## src/logic/sbp_pkg.sv

```systemverilog
// shared constants for the receive/transmit buffer path
package sbp_pkg;
	localparam int ADDR_W = 16;
	localparam int DATA_W = 16;
	localparam int LEN_W = 4;
	localparam logic [15:0] ADDR_STATUS = 16'h7042;
	localparam logic [15:0] ADDR_MIRROR = 16'h7046;
	localparam logic [15:0] ADDR_RXBUF = 16'h7047;
	localparam logic [15:0] ADDR_TXBUF = 16'h7048;
	localparam logic [15:0] DATA_RST = 16'h0000;
	localparam int ST_CHAR_DONE = 6;
	localparam int ST_TX_FULL = 5;
	localparam int CLK_PERIOD_NS = 100;
	localparam int SCLK_PERIOD_NS = 800;
	localparam int HALF_CYC = SCLK_PERIOD_NS / (2 * CLK_PERIOD_NS);
	typedef enum {SBP_REG_STATUS, SBP_REG_MIRROR, SBP_REG_RXBUF,
		SBP_REG_TXBUF, SBP_REG_NONE} sbp_reg_t;
endpackage

```

## src/logic/sbp_link_if.sv

```systemverilog
// signals between the buffer core and the shift register engine
`timescale 1ns/1ns
`default_nettype none
interface sbp_link_if;
	logic load;
	logic [15:0] load_data;
	logic clr;
	logic master;
	logic [3:0] char_msb;
	logic sclk_s;
	logic sin_s;
	logic busy;
	logic done;
	logic [15:0] rx_word;
	modport core(output load, load_data, clr, master, char_msb, sclk_s,
		sin_s, input busy, done, rx_word);
	modport shift(input load, load_data, clr, master, char_msb, sclk_s,
		sin_s, output busy, done, rx_word);
endinterface
`default_nettype wire

```

## src/logic/sbp_sync2.sv

```systemverilog
// two flip-flop synchroniser for pins
`timescale 1ns/1ns
`default_nettype none
module sbp_sync2 import sbp_pkg::*; #(
	parameter int W = 2
) (
	input wire logic sys_clk,
	input wire logic rstn,
	input wire logic [W-1:0] d,
	output logic [W-1:0] q
);
	logic [W-1:0] meta;

	// first stage is read only by the second
	always_ff @(posedge sys_clk) begin
		if (!rstn) begin
			meta <= '0;
			q <= '0;
		end else begin
			meta <= d;
			q <= meta;
		end
	end
endmodule
`default_nettype wire

```

## src/logic/sbp_shift.sv

```systemverilog
// serial shift register engine, msb out first, lsb in
`timescale 1ns/1ns
`default_nettype none
module sbp_shift import sbp_pkg::*; #(
	parameter int HALF = HALF_CYC
) (
	input wire logic sys_clk,
	input wire logic rstn,
	sbp_link_if.shift lk,
	output logic ser_out,
	output logic sclk_out,
	output logic sclk_oe_n
);
	logic [15:0] sr;
	logic [3:0] cnt;
	logic [7:0] div;
	logic active, in_bit, sclk_d, rise, fall;

	generate
		if (HALF < 1 || HALF > 255) begin : g_chk
			$error("sbp_shift: HALF out of range");
		end
	endgenerate

	// master clock toggles only while a character is active
	always_ff @(posedge sys_clk) begin
		if (!rstn || lk.clr || !active || !lk.master) begin
			div <= 8'h00;
			sclk_out <= 1'b0;
		end else if (div == 8'(HALF - 1)) begin
			div <= 8'h00;
			sclk_out <= ~sclk_out;
		end else begin
			div <= div + 8'h01;
		end
	end

	always_ff @(posedge sys_clk) begin
		if (!rstn)
			sclk_d <= 1'b0;
		else
			sclk_d <= lk.master ? sclk_out : lk.sclk_s;
	end

	assign rise = (lk.master ? sclk_out : lk.sclk_s) & ~sclk_d;
	assign fall = ~(lk.master ? sclk_out : lk.sclk_s) & sclk_d;
	assign sclk_oe_n = ~lk.master;
	assign ser_out = sr[15];
	assign lk.busy = active;
	assign lk.rx_word = sr;

	// sample on rise, shift on fall
	always_ff @(posedge sys_clk) begin
		lk.done <= 1'b0;
		if (!rstn || lk.clr) begin
			sr <= DATA_RST;
			cnt <= 4'h0;
			active <= 1'b0;
			in_bit <= 1'b0;
		end else if (lk.load) begin
			sr <= lk.load_data;
			cnt <= 4'h0;
			active <= lk.master;
		end else begin
			if (rise) begin
				in_bit <= lk.sin_s;
				if (!lk.master)
					active <= 1'b1;
			end
			if (fall && active) begin
				sr <= {sr[14:0], in_bit};
				cnt <= cnt + 4'h1;
				if (cnt == lk.char_msb) begin
					active <= 1'b0;
					cnt <= 4'h0;
					lk.done <= 1'b1;
				end
			end
		end
	end
endmodule
`default_nettype wire

```

## src/logic/sbp_buf.sv

```systemverilog
// receive, mirror and transmit holding buffers around the shifter
// What this block does
// reading the mirror address returns receive data and leaves the char-done flag alone.
// the mirror always holds the same value as the receive buffer.
// a finished character goes into both buffers and sets char-done in one cycle.
// reading the receive buffer address clears the char-done flag.
// received characters end right-justified, last bit at bit 0.
// writing the holding buffer during a shift stores it and sets tx-full.
// at end of a character with tx-full set, the holding buffer loads the shifter and tx-full clears.
// writing the holding buffer while idle loads the shifter directly, tx-full stays clear.
// in master mode that idle write starts a transfer.
// software left-justifies transmit characters; nothing realigns them.
// char-done with its enable set raises the interrupt request.
// driving the soft reset control low clears char-done as well.
// the shifter sends msb first and takes one bit into its lsb per bit sent.
// system reset zeroes all buffers and clears both flags.
//
// Decided for this implementation: the address-and-strobe port.
`timescale 1ns/1ns
`default_nettype none
module sbp_buf import sbp_pkg::*; #(
	parameter int HALF = HALF_CYC
) (
	input wire logic sys_clk,
	input wire logic rstn,
	input wire logic [15:0] reg_addr,
	input wire logic [15:0] reg_wdata,
	input wire logic reg_wr,
	input wire logic reg_rd,
	output logic [15:0] reg_rdata,
	input wire logic master_mode,
	input wire logic [3:0] char_msb,
	input wire logic char_complete_irq_enable,
	input wire logic soft_reset_control_n,
	output logic irq,
	input wire logic sclk_in,
	output logic sclk_out,
	output logic sclk_oe_n,
	input wire logic ser_in,
	output logic ser_out
);

	////////////////////////////////////////////////////////////////
	// state

	logic [15:0] rx_data_buffer;
	logic [15:0] rx_debug_mirror;
	logic [15:0] tx_holding_buffer;
	logic char_done;
	logic tx_full;
	logic [1:0] pin_sync;
	logic wr_tx, rd_rx, idle;
	logic [15:0] next_rdata;
	sbp_reg_t rsel;

	sbp_link_if lk();

	generate
		if (HALF < 1) begin : g_chk
			$error("sbp_buf: HALF must be at least one");
		end
	endgenerate

	////////////////////////////////////////////////////////////////
	// address decode, used by both read and write paths

	function automatic sbp_reg_t decode(input logic [15:0] a);
		case (a)
			ADDR_STATUS: decode = SBP_REG_STATUS;
			ADDR_MIRROR: decode = SBP_REG_MIRROR;
			ADDR_RXBUF: decode = SBP_REG_RXBUF;
			ADDR_TXBUF: decode = SBP_REG_TXBUF;
			default: decode = SBP_REG_NONE;
		endcase
	endfunction

	assign rsel = decode(reg_addr);
	assign wr_tx = reg_wr && decode(reg_addr) == SBP_REG_TXBUF;
	assign rd_rx = reg_rd && rsel == SBP_REG_RXBUF;
	// a character ending this cycle frees the shifter now
	assign idle = !lk.busy || lk.done;

	////////////////////////////////////////////////////////////////
	// pins

	sbp_sync2 #(.W(2)) u_sync (
		.sys_clk(sys_clk),
		.rstn(rstn),
		.d({sclk_in, ser_in}),
		.q(pin_sync)
	);

	assign lk.sclk_s = pin_sync[1];
	assign lk.sin_s = pin_sync[0];
	assign lk.master = master_mode;
	assign lk.char_msb = char_msb;
	// soft reset is a held level, so the shifter stays parked
	assign lk.clr = !soft_reset_control_n;

	sbp_shift #(.HALF(HALF)) u_shift (
		.sys_clk(sys_clk),
		.rstn(rstn),
		.lk(lk.shift),
		.ser_out(ser_out),
		.sclk_out(sclk_out),
		.sclk_oe_n(sclk_oe_n)
	);

	////////////////////////////////////////////////////////////////
	// shifter load: queued word first, else an idle write

	always_comb begin
		lk.load = 1'b0;
		lk.load_data = tx_holding_buffer;
		if (lk.done && tx_full) begin
			lk.load = 1'b1;
		end else if (wr_tx && idle) begin
			lk.load = 1'b1;
			lk.load_data = reg_wdata;
		end
	end

	////////////////////////////////////////////////////////////////
	// transmit holding buffer

	always_ff @(posedge sys_clk) begin
		if (!rstn)
			tx_holding_buffer <= DATA_RST;
		else if (wr_tx)
			tx_holding_buffer <= reg_wdata;
	end

	// write beside a queued load refills the buffer, so set wins
	always_ff @(posedge sys_clk) begin
		if (!rstn || lk.clr)
			tx_full <= 1'b0;
		else if (wr_tx && (!idle || (lk.done && tx_full)))
			tx_full <= 1'b1;
		else if (lk.done && tx_full)
			tx_full <= 1'b0;
	end

	////////////////////////////////////////////////////////////////
	// receive buffer and its mirror

	always_ff @(posedge sys_clk) begin
		if (!rstn) begin
			rx_data_buffer <= DATA_RST;
			rx_debug_mirror <= DATA_RST;
		end else if (lk.done) begin
			rx_data_buffer <= lk.rx_word;
			rx_debug_mirror <= lk.rx_word;
		end
	end

	// new character beats a read clear in the same cycle
	always_ff @(posedge sys_clk) begin
		if (!rstn || lk.clr)
			char_done <= 1'b0;
		else if (lk.done)
			char_done <= 1'b1;
		else if (rd_rx)
			char_done <= 1'b0;
	end

	assign irq = char_done && char_complete_irq_enable;

	////////////////////////////////////////////////////////////////
	// register reads, data valid only the cycle after the strobe

	always_comb begin
		next_rdata = DATA_RST;
		case (rsel)
			SBP_REG_STATUS: begin
				next_rdata[ST_CHAR_DONE] = char_done;
				next_rdata[ST_TX_FULL] = tx_full;
			end
			SBP_REG_MIRROR: next_rdata = rx_debug_mirror;
			SBP_REG_RXBUF: next_rdata = rx_data_buffer;
			SBP_REG_TXBUF: next_rdata = tx_holding_buffer;
			default: next_rdata = DATA_RST;
		endcase
	end

	always_ff @(posedge sys_clk) begin
		if (!rstn || !reg_rd)
			reg_rdata <= DATA_RST;
		else
			reg_rdata <= next_rdata;
	end
endmodule
`default_nettype wire

```

## config.mk

```make
export PLATFORM = sky130hd
export DESIGN_NAME = sbp_buf
export DESIGN_NICKNAME = d
export VERILOG_FILES = /design/src/logic/sbp_pkg.sv /design/src/logic/sbp_link_if.sv /design/src/logic/sbp_sync2.sv /design/src/logic/sbp_shift.sv /design/src/logic/sbp_buf.sv
export SDC_FILE = /design/constraint.sdc
export NUM_CORES = 1
export LEC_CHECK = 0
export ABC_AREA = 1
export BUFFER_PORTS_ARGS = -buffer_cell sky130_fd_sc_hd__buf_2
export CAP_MARGIN = 0
export CORE_ASPECT_RATIO = 0.75
export CORE_MARGIN = 2
export CORE_UTILIZATION = 39
export CTS_CLUSTER_DIAMETER = 30
export DETAILED_ROUTE_END_ITERATION = 12
export SLEW_MARGIN = 20
export SYNTH_ARGS = -nofsm -noshare
export SYNTH_HDL_FRONTEND = slang
export SYNTH_SLANG_ARGS = --single-unit
```

## constraint.sdc

```tcl
create_clock -name sys_clk -period 2.8 [get_ports sys_clk]
set_input_delay 0.28 -clock sys_clk [delete_from_list [all_inputs] [get_ports sys_clk]]
set_output_delay 0.28 -clock sys_clk [all_outputs]
set_load 0.01 [all_outputs]
```

==> results.ini, run 1 <==
[clock_network]
post-cts-setup-buffers = 0
clock_latency_ns = 0.34
tritoncts = yes
cts.root.buffer_cell = clkbuf_16
cts_sinks = 87
cts-root-to-sink-buffers = 2
tritoncts.num_buffers = 9
cts.clk_slew.worst_paths_ns = 0.06
cts-hold-fix-buffers = 0
h-tree-depth = 3
cts_resized = 0

[timing]
final_number_of_max_transition_violations = 0
max_freq_mhz = 563
timing.final.hold_violations = 0
share_of_the_cycle_needed_by_the_critical_path_after_routing = 0.635
final-setup-viol-count = 0
rsz0062_at_grt = no
timing.clock.skew_ns = 0.00366
worst_slack_ns = 1.02
max-slew-margin-rel = 0.623
finalHoldWorstSlack_ns = 0.126
min_period_ns = 1.78
max_slew.worst_pin.slew_ns = 0.563
final.setup.tns_ns = 0

[placement]
finalWeightedCongestion = 0.791
detailed_place_hpwl_um = 7250
post_dp_cell_area_um2 = 4460
portBuffers = 64
place_worst_setup_slack_ns = 0.957

[power]
power-per-cell-area_nw_per_um2 = 518
power.static_leakage_nw = 2.24
vdd_drop_max_mv = 0.259

[critical_path]
crit_path_cell_trace = inv_1 > o21ai_1 > nor2_2 > inv_1 > buf_4 > nand4_1 > nand2_1 > nor2_1
endpoint_kind = flop
cpMaxStageDelayCell = inv_1
criticalPathCategory = flop to flop
critical-path-top-cell-by-count = inv_1
start_kind = flop
critPathTopFamily = buffers and inverters
sum_of_buffers_and_inverters_on_the_critical_path = 3
data_arrival_time_of_the_critical_path_ns = 2.01
max_stage_delay_ns = 0.35
path_max_fanout = 23
timing.critical_path.required_ns = 3.03

[die]
boundaryPins = 65
floorplan_die_height_um = 92.9
initial_utilization = 0.400
core_area_um2 = 10300
fp-row-count = 32
design.die.area_um2 = 11400
fp.dieW_um = 123

[drt]
dr_vias = 3819
detail_route.wirelength_um = 10400
drt-initial-drc-count = 282
avgViaCountPerCell = 4.87
detail-route-antenna-nets = 0
drt-wirelength-per-cell_um = 13.3
drc = 0
detail_route.first_pass.iterations = 5

[logic_synthesis]
synthCells = 592
post_synth_edffs = 0
syn-num-nets = 639
yosys.cell_count.top_type = nand2_1
synth_area_um2 = 4110
synth_area_per_cell_um2 = 6.95
synth_top_flop_cell = dfxtp_1
yosysTopAreaCellShare = 0.423
async_reset_ff_frac = 0
ys_top_cells_by_count = 133 x nand2_1, 117 x nor2_1, 87 x dfxtp_1
yosysWarningCount = 0
ys_top_cells_by_area = dfxtp_1 42%, nand2_1 12%, nor2_1 11%
synth-seq-area-share = 0.423
synth_seq_cells = 87
yosys.cell_types.count = 31
synth_largest_area_cell = dfxtp_1

[layout]
area_delta_synth_final_pct = 15.2
drive_above_1_share = 0.170
stdcell_area_um2 = 4740
antenna-diode-count = 0
finalCoreUtilization = 0.460
post_layout_nets = 691

[grt]
global_route.overflow_total = 0
antenna_found_initial = 0
grt_pass1_vias = 3437
global_route_wire_length_before_repair_um = 17000
grt_util_all_layers = 0.194
grt_start_max_net_pins = 36

[job]
drv_cap = 0

[run_status]
outcome = complete, no violations

[min_path]
hold_class = input pin to flop

==> final cells by class <==
class | count | area [um2]
repair buffers | 69 | 358
multi-input cells | 412 | 1950
inverters | 65 | 244
flip-flops and latches | 87 | 1740
fillers | 1042 | 5550
clock inverters | 3 | 18.8
clock buffers | 12 | 256
well taps | 136 | 170
==> worst min-delay path, delay by kind of cell <==
family | cells | cell delay (ns)
buffers and inverters | 2 | 0.11
AND/OR/NAND/NOR | 1 | 0.04
==> placed cells by master (no fill, tap or decap) <==
cell type  instances
a21oi_1           43
a21oi_2            2
and3_1             1
buf_2             64
buf_4              5
clkbuf_1           1
clkbuf_16          9
clkbuf_8           2
clkinv_1           1
clkinv_2           2
clkinv_4           1
dfxtp_1           87
ha_1               2
inv_1             59
inv_2              5
nand2_1          133
nand2_2            4
nand2_4            2
nand3_1           12
nand3_2            3
nand4_1           36
nand4_4            1
nor2_1           117
nor2_2             3
nor2_4             4
nor2_8             2
nor3_1             5
nor3b_1            2
o21a_1             1
o21ai_0           33
o21ai_1            1
or2_2              1
xor2_1             4
==> metal layers <==
metal / vias to the layer above / global-route usage / part of all wire
met3: 10 / 0.0505 / 0.065
li1: 1986 / - / -
met1: 1711 / 0.279 / 0.52
met2: 112 / 0.285 / 0.40
met5: - / 0 / 0
met4: 0 / 0.0517 / 0.011
==> registers in the layout, indices dropped and copies added (netlist names) <==
| name | cells |
|---|---|
| tx_full | 1 |
| u_shift.lk.rx_word | 16 |
| reg_rdata | 16 |
| u_shift.lk.busy | 1 |
| u_shift.sclk_out | 1 |
| u_shift.lk.done | 1 |
| u_shift.in_bit | 1 |
| u_sync.q | 2 |
| rx_debug_mirror | 16 |
| u_sync.meta | 2 |
| u_shift.cnt | 4 |
| u_shift.sclk_d | 1 |
| char_done | 1 |
| u_shift.div | 8 |
| tx_holding_buffer | 16 |
==> per-stage QoR <==
stage / total power [mW] / cells
4_1_cts: 2.49 / 784
2_1_floorplan: 1.32 / 592
5_1_grt: 2.55 / 784
3_3_place_gp: 1.37 / 769
3_5_place_dp: 1.37 / 769
6_report: 2.46 / 784
==> report_power, final <==
group | switching, mW | internal (mW) | total, mW
clock network | 0.471 | 0.643 | 1.11
registers | 0.00104 | 1.24 | 1.24
logic | 0.0633 | 0.0362 | 0.0996
==> cell families after synthesis <==
family	count (synthesis)	share of synthesized area
AND/OR/NAND/NOR	326	0.360
buffers and inverters	93	0.103
flip-flops	87	0.423
AO/OA/AOI/OAI	80	0.0998
XOR/XNOR	4	0.00852
adder cells (fa/ha/maj)	2	0.00608
==> path summary, 6_finish.rpt <==
path                                 start                                  end  cells after the start  slack, ns
max          u_shift.sclk_out$_SDFFE_PP0P_  u_shift.lk.rx_word[13]$_SDFFE_PP0P_                      8       1.02
min                                sclk_in            u_sync.meta[1]$_SDFF_PN0_                      3       0.13
max reg2reg  u_shift.sclk_out$_SDFFE_PP0P_  u_shift.lk.rx_word[13]$_SDFFE_PP0P_                      8       1.02
min reg2reg      u_sync.meta[1]$_SDFF_PN0_               u_sync.q[1]$_SDFF_PN0_                      2       0.41
Power figures use the tool's default switching activity.
==> run 2: changes to the inputs <==
==> constraint.sdc (replaced) <==
create_clock -name sys_clk -period 1.71 [get_ports sys_clk]
set_input_delay 0.171 -clock sys_clk [delete_from_list [all_inputs] [get_ports sys_clk]]
set_output_delay 0.171 -clock sys_clk [all_outputs]
set_load 0.01 [all_outputs]
==> results.ini, run 2 (synthesized netlist as in run 1, its figures left out) <==
[timing]
final_number_of_max_transition_violations = 0  ; unchanged
max-slew-margin-rel = 0.745  ; +0.122
share_of_the_cycle_needed_by_the_critical_path_after_routing = 0.836  ; +0.201
rsz0062_at_grt = no
finalHoldWorstSlack_ns = 0.0172  ; -0.109 ns
max_slew.worst_pin.slew_ns = 0.382  ; -0.181 ns
final.setup.tns_ns = 0  ; unchanged
min_period_ns = 1.43  ; -0.347 ns
worst_slack_ns = 0.280  ; -0.743 ns
max_freq_mhz = 700  ; +24%
timing.final.hold_violations = 0  ; unchanged
final-setup-viol-count = 0  ; unchanged
timing.clock.skew_ns = 0.00833  ; +0.00468 ns

[drt]
avgViaCountPerCell = 4.87  ; about the same
drt-wirelength-per-cell_um = 13.3  ; +0.38%
detail-route-antenna-nets = 0  ; unchanged
drt-initial-drc-count = 328  ; +16%
detail_route.first_pass.iterations = 5  ; unchanged
dr_vias = 3864  ; +1.2%
drc = 0  ; unchanged
detail_route.wirelength_um = 10600  ; +1.7%

[clock_network]
cts-root-to-sink-buffers = 2  ; unchanged
tritoncts.num_buffers = 9  ; unchanged
h-tree-depth = 3  ; unchanged
cts-hold-fix-buffers = 0  ; unchanged
cts.clk_slew.worst_paths_ns = 0.07  ; about the same
tritoncts = yes
cts_sinks = 87  ; unchanged
post-cts-setup-buffers = 0  ; unchanged
cts.root.buffer_cell = clkbuf_16
cts_resized = 0  ; unchanged
clock_latency_ns = 0.34  ; about the same

[power]
power.static_leakage_nw = 2.30  ; +2.8%
clock_power_share = 0.486  ; +0.032
power_switching_share = 0.212  ; -0.00613
power-per-cell-area_nw_per_um2 = 883  ; +70%
pwr-share-comb = 0.040  ; about the same
vdd_drop_max_mv = 0.502  ; +93%
power_frac_seq = 0.474  ; -0.032
power.total_mw = 4.29  ; +75%
internal-power_mw = 3.38  ; +76%
p_switching_uw = 909  ; +70%

[min_path]
hold_class = input pin to flop
hold_path_depth = 3  ; unchanged

[layout]
mostFrequentLayoutCells = 133 x nand2_1, 117 x nor2_1, 87 x dfxtp_1, 64 x buf_2, 58 x inv_1
finalCoreUtilization = 0.472  ; +0.0116
num-fill-cells = 1048  ; +0.58%
area_delta_synth_final_pct = 18.1
antenna-diode-count = 0  ; unchanged
layout_commonest_cell = nand2_1
post_layout_nets = 700  ; +1.3%
drive_above_1_share = 0.182  ; +0.0126

[grt]
global_route.usage.met3 = 0.0493  ; -0.00123
globalRouteMet2Util = 0.289  ; +0.00417
globalRouteMet1Util = 0.283  ; +0.00363
gr-max-usage-layer = met2
antenna_found_initial = 0  ; unchanged
global_route.overflow_total = 0  ; unchanged
global_route_wire_length_before_repair_um = 17400  ; +2.7%
grt_util_all_layers = 0.196  ; +0.00183
grt_pass1_vias = 3554  ; +3.4%
grt_start_max_net_pins = 36  ; unchanged

[die]
boundaryPins = 65  ; unchanged
fp-row-count = 32  ; unchanged
core_area_um2 = 10300  ; unchanged
design.die.area_um2 = 11400  ; unchanged
fp.dieW_um = 123  ; unchanged
initial_utilization = 0.400  ; unchanged
floorplan_die_height_um = 92.9  ; unchanged

[critical_path]
timing.critical_path.required_ns = 1.99  ; -1.04 ns
criticalPathCategory = flop to flop
endpoint_kind = flop
start_kind = flop
max_stage_delay_ns = 0.35  ; about the same
path_max_fanout = 34  ; +48%
data_arrival_time_of_the_critical_path_ns = 1.71  ; -0.30 ns
crit_path_cell_trace = inv_1 > o21ai_1 > nor2_2 > inv_2 > buf_12 > nor2_1 > nor2_1 > nor2_1 > nor2_1
critical-path-top-cell-by-count = nor2_1
cpMaxStageDelayCell = dfxtp_1
r2r_cells = 9  ; +1

[job]
drv_cap = 0  ; unchanged

[placement]
detailed_place_hpwl_um = 7610  ; +5.0%
finalWeightedCongestion = 0.855  ; +8.0%
portBuffers = 64  ; unchanged
place_worst_setup_slack_ns = 0.178  ; -0.779 ns

[run_status]
outcome = complete, no violations

-- run 2: worst paths after layout --
check	startpoint	endpoint	slack, ns
max	u_shift.sclk_out$_SDFFE_PP0P_	u_shift.lk.rx_word[0]$_SDFFE_PP0P_	0.28
min	ser_in	u_sync.meta[0]$_SDFF_PN0_	0.02
max reg2reg	u_shift.sclk_out$_SDFFE_PP0P_	u_shift.lk.rx_word[0]$_SDFFE_PP0P_	0.28
min reg2reg	u_sync.meta[0]$_SDFF_PN0_	u_sync.q[0]$_SDFF_PN0_	0.41
-- run 2: power groups by stage --
stage	logic, mW	registers [mW]	clock network [mW]
final	0.173	2.03	2.08
after global routing	0.195	2.03	2.20
after CTS	0.174	2.03	2.13
after detailed placement	0.173	2.08	0
after global placement	0.169	2.08	0
after floorplan	0.0783	2.08	0
-- run 2: layer usage --
| metal | share of wire | vias to the layer above |
|---|---|---|
| met5 | 0 | - |
| met4 | 0.0083 | 0 |
| met3 | 0.073 | 9 |
| met2 | 0.41 | 117 |
| met1 | 0.51 | 1739 |
| li1 | - | 1999 |
-- run 2: final cells by class --
class                      count  area (um2)  area share
multi-input combinational    412        1950       0.401
sequential                    87        1740       0.359
timing repair buffer          78         438      0.0902
inverter                      65         244      0.0502
clock buffer                  11         233      0.0479
tap                          136         170      0.0350
clock inverter                 5        81.3      0.0167
-- run 2: metrics by stage --
step | instance area, um2 | instances
2_1_floorplan | 4110 | 592
3_3_place_gp | 4540 | 778
4_1_cts | 4860 | 794
6_report | 4860 | 794
3_5_place_dp | 4540 | 778
5_1_grt | 4860 | 794
-- run 2: worst max-delay path, delay by kind of cell (launching register included) --
family / cells / cell delay [ns]
buffers and inverters: 3 / 0.38
AO/OA/AOI/OAI: 1 / 0.21
AND/OR/NAND/NOR: 5 / 0.42
flip-flops: 1 / 0.35
==> run 3: changes to the inputs <==
==> constraint.sdc (replaced) <==
create_clock -name sys_clk -period 1.21 [get_ports sys_clk]
set_input_delay 0.121 -clock sys_clk [delete_from_list [all_inputs] [get_ports sys_clk]]
set_output_delay 0.121 -clock sys_clk [all_outputs]
set_load 0.01 [all_outputs]
==> results.ini, run 3 (synthesized netlist as in run 1, its figures left out) <==
[critical_path]
worstReg2RegStart = u_shift.lk.busy$_SDFF_PP0_
critical_path_depth = 8  ; -1
timing.critical_path.required_ns = 1.43  ; -0.56 ns
criticalPathCategory = flop to flop
endpoint_kind = flop
max_stage_delay_ns = 0.33  ; -0.02 ns
crit_path_cell_trace = inv_2 > nor2_4 > inv_2 > nand4_4 > nand2_4 > nor2_1 > nor2_1 > nor2_1
r2r-end = u_shift.lk.rx_word[14]$_SDFFE_PP0P_
path_max_fanout = 17  ; -50%
start_kind = flop
ff2ff_setup_slack_ns = -0.13  ; -0.41 ns
critical-path-top-cell-by-count = nor2_1
r2r_cells = 8  ; -1
cpMaxStageDelayCell = dfxtp_2
data_arrival_time_of_the_critical_path_ns = 1.56  ; -0.15 ns
critPathTopFamily = simple AND/OR/NAND/NOR gates
sum_of_buffers_and_inverters_on_the_critical_path = 2  ; -1

[drt]
drt-wirelength-per-cell_um = 13.7  ; +3.2%
detail-route-antenna-nets = 0  ; unchanged
detail_route.wirelength_um = 11500  ; +8.3%
dr_vias = 4066  ; +5.2%
avgViaCountPerCell = 4.88  ; +0.30%
detail_route.first_pass.iterations = 5  ; unchanged
drc = 0  ; unchanged
drt-initial-drc-count = 451  ; +38%

[grt]
antenna_found_initial = 0  ; unchanged
grt_pass1_vias = 3786  ; +6.5%
global_route.overflow_total = 0  ; unchanged
grt_util_all_layers = 0.213  ; +0.0169
global_route_wire_length_before_repair_um = 18700  ; +7.5%
grt_start_max_net_pins = 36  ; unchanged

[die]
fp-row-count = 32  ; unchanged
fp.dieW_um = 123  ; unchanged
initial_utilization = 0.400  ; unchanged
design.die.area_um2 = 11400  ; unchanged
floorplan_die_height_um = 92.9  ; unchanged
boundaryPins = 65  ; unchanged
core_area_um2 = 10300  ; unchanged

[clock_network]
clock_latency_ns = 0.34  ; about the same
cts_sinks = 87  ; unchanged
tritoncts = yes
tritoncts.num_buffers = 9  ; unchanged
h-tree-depth = 3  ; unchanged
cts.root.buffer_cell = clkbuf_16
cts-root-to-sink-buffers = 2  ; unchanged
cts.clk_slew.worst_paths_ns = 0.06  ; about the same

[timing]
max_slew.worst_pin.slew_ns = 0.365  ; -0.0174 ns
rsz0062_at_grt = yes
final-setup-viol-count = 23  ; +23
min_period_ns = 1.34  ; -0.0927 ns
max-slew-margin-rel = 0.757  ; +0.0122
share_of_the_cycle_needed_by_the_critical_path_after_routing = 1.10  ; +0.269
worst_slack_ns = -0.127  ; -0.407 ns
timing.final.hold_violations = 0  ; unchanged
finalHoldWorstSlack_ns = 0.0297  ; +0.0126 ns
final_number_of_max_transition_violations = 0  ; unchanged
timing.clock.skew_ns = 0.00478  ; -0.00355 ns
max_freq_mhz = 748  ; +6.9%

[power]
power.total_mw = 5.80  ; +35%
vdd_drop_max_mv = 0.683  ; +36%
power-per-cell-area_nw_per_um2 = 1050  ; +19%
power.static_leakage_nw = 2.59  ; +13%

[run_status]
outcome = finished with violations
violated_checks = negative setup slack

[layout]
post_layout_nets = 739  ; +5.6%
drive_above_1_share = 0.290  ; +0.107
area_delta_synth_final_pct = 33.7
antenna-diode-count = 0  ; unchanged
stdcell_area_um2 = 5500  ; +13%
num-fill-cells = 984  ; -6.1%
mostFrequentLayoutCells = 122 x nand2_1, 107 x nor2_1, 77 x dfxtp_1, 64 x buf_2, 56 x inv_1
layout_commonest_cell = nand2_1

[placement]
post_dp_cell_area_um2 = 4810  ; +5.8%
finalWeightedCongestion = 0.844  ; -1.3%
place_worst_setup_slack_ns = -0.199  ; -0.376 ns
portBuffers = 64  ; unchanged
detailed_place_hpwl_um = 7740  ; +1.7%

[min_path]
hold_class = input pin to flop
hold_path_startpoint = reg_wdata[2]
min_to = tx_holding_buffer[2]$_SDFFE_PN0P_
hold_path_depth = 3  ; unchanged

[job]
drv_cap = 0  ; unchanged

==> run 3: final cells by class <==
type                       count  area (um2)  share of cell area
clock inverter                 4        28.8             0.00523
sequential                    87        1760               0.320
timing repair buffer         117         920               0.167
multi-input combinational    412        2110               0.384
inverter                      65         249              0.0453
tap                          136         170              0.0310
clock buffer                  12         256              0.0467
==> run 3: per-stage QoR <==
stage	setup TNS [ns]	std cells	utilization
3_5_place_dp	-8.36	804	0.467
5_1_grt	-3.84	833	0.534
6_report	-1.85	833	0.534
4_1_cts	-1.34	828	0.523
3_3_place_gp	-5.36	804	0.467
2_1_floorplan	-0.103	592	-
==> run 3: tightest hold or removal path, stage by stage <==
cell and delay (ns):
buf_2 0.09, nor2_1 0.04, nor2_1 0.08
==> run 3: routing by layer <==
metal,share of wire,up-vias,track usage
met1,0.49,1820,0.310
met4,0.0085,0,0.0527
li1,-,2083,-
met3,0.085,10,0.0486
met5,0,-,0
met2,0.42,153,0.315
==> run 3: power breakdown <==
group	internal [mW]	total, mW	switching, mW
sequential	2.86	2.87	0.00362
combinational	0.119	0.284	0.165
clock	1.51	2.65	1.14
==> run 3: what timing repair did <==
action	CTS	global route
endpoints found under the hold margin	2	0
gates cloned	3	1
setup buffers	3	4
pin swaps	10	12
endpoints found under the setup margin	32	36
hold buffers	2	0
resized for setup	46	24
==> run 3: worst max-delay path by stage <==
stage / start / to / slack (ns)
5_1_grt: u_sync.q[1]$_SDFF_PN0_ / u_shift.lk.rx_word[5]$_SDFFE_PP0P_ / -0.22
6_report: u_shift.lk.busy$_SDFF_PP0_ / u_shift.lk.rx_word[14]$_SDFFE_PP0P_ / -0.13
4_1_cts: u_shift.lk.busy$_SDFF_PP0_ / u_shift.lk.rx_word[7]$_SDFFE_PP0P_ / -0.11
3_3_place_gp: reg_addr[5] / u_shift.lk.rx_word[14]$_SDFFE_PP0P_ / -0.14
2_1_floorplan: u_shift.lk.done$_SDFF_PP0_ / u_shift.lk.rx_word[10]$_SDFFE_PP0P_ / -0.01
3_5_place_dp: reg_addr[5] / u_shift.lk.rx_word[14]$_SDFFE_PP0P_ / -0.20
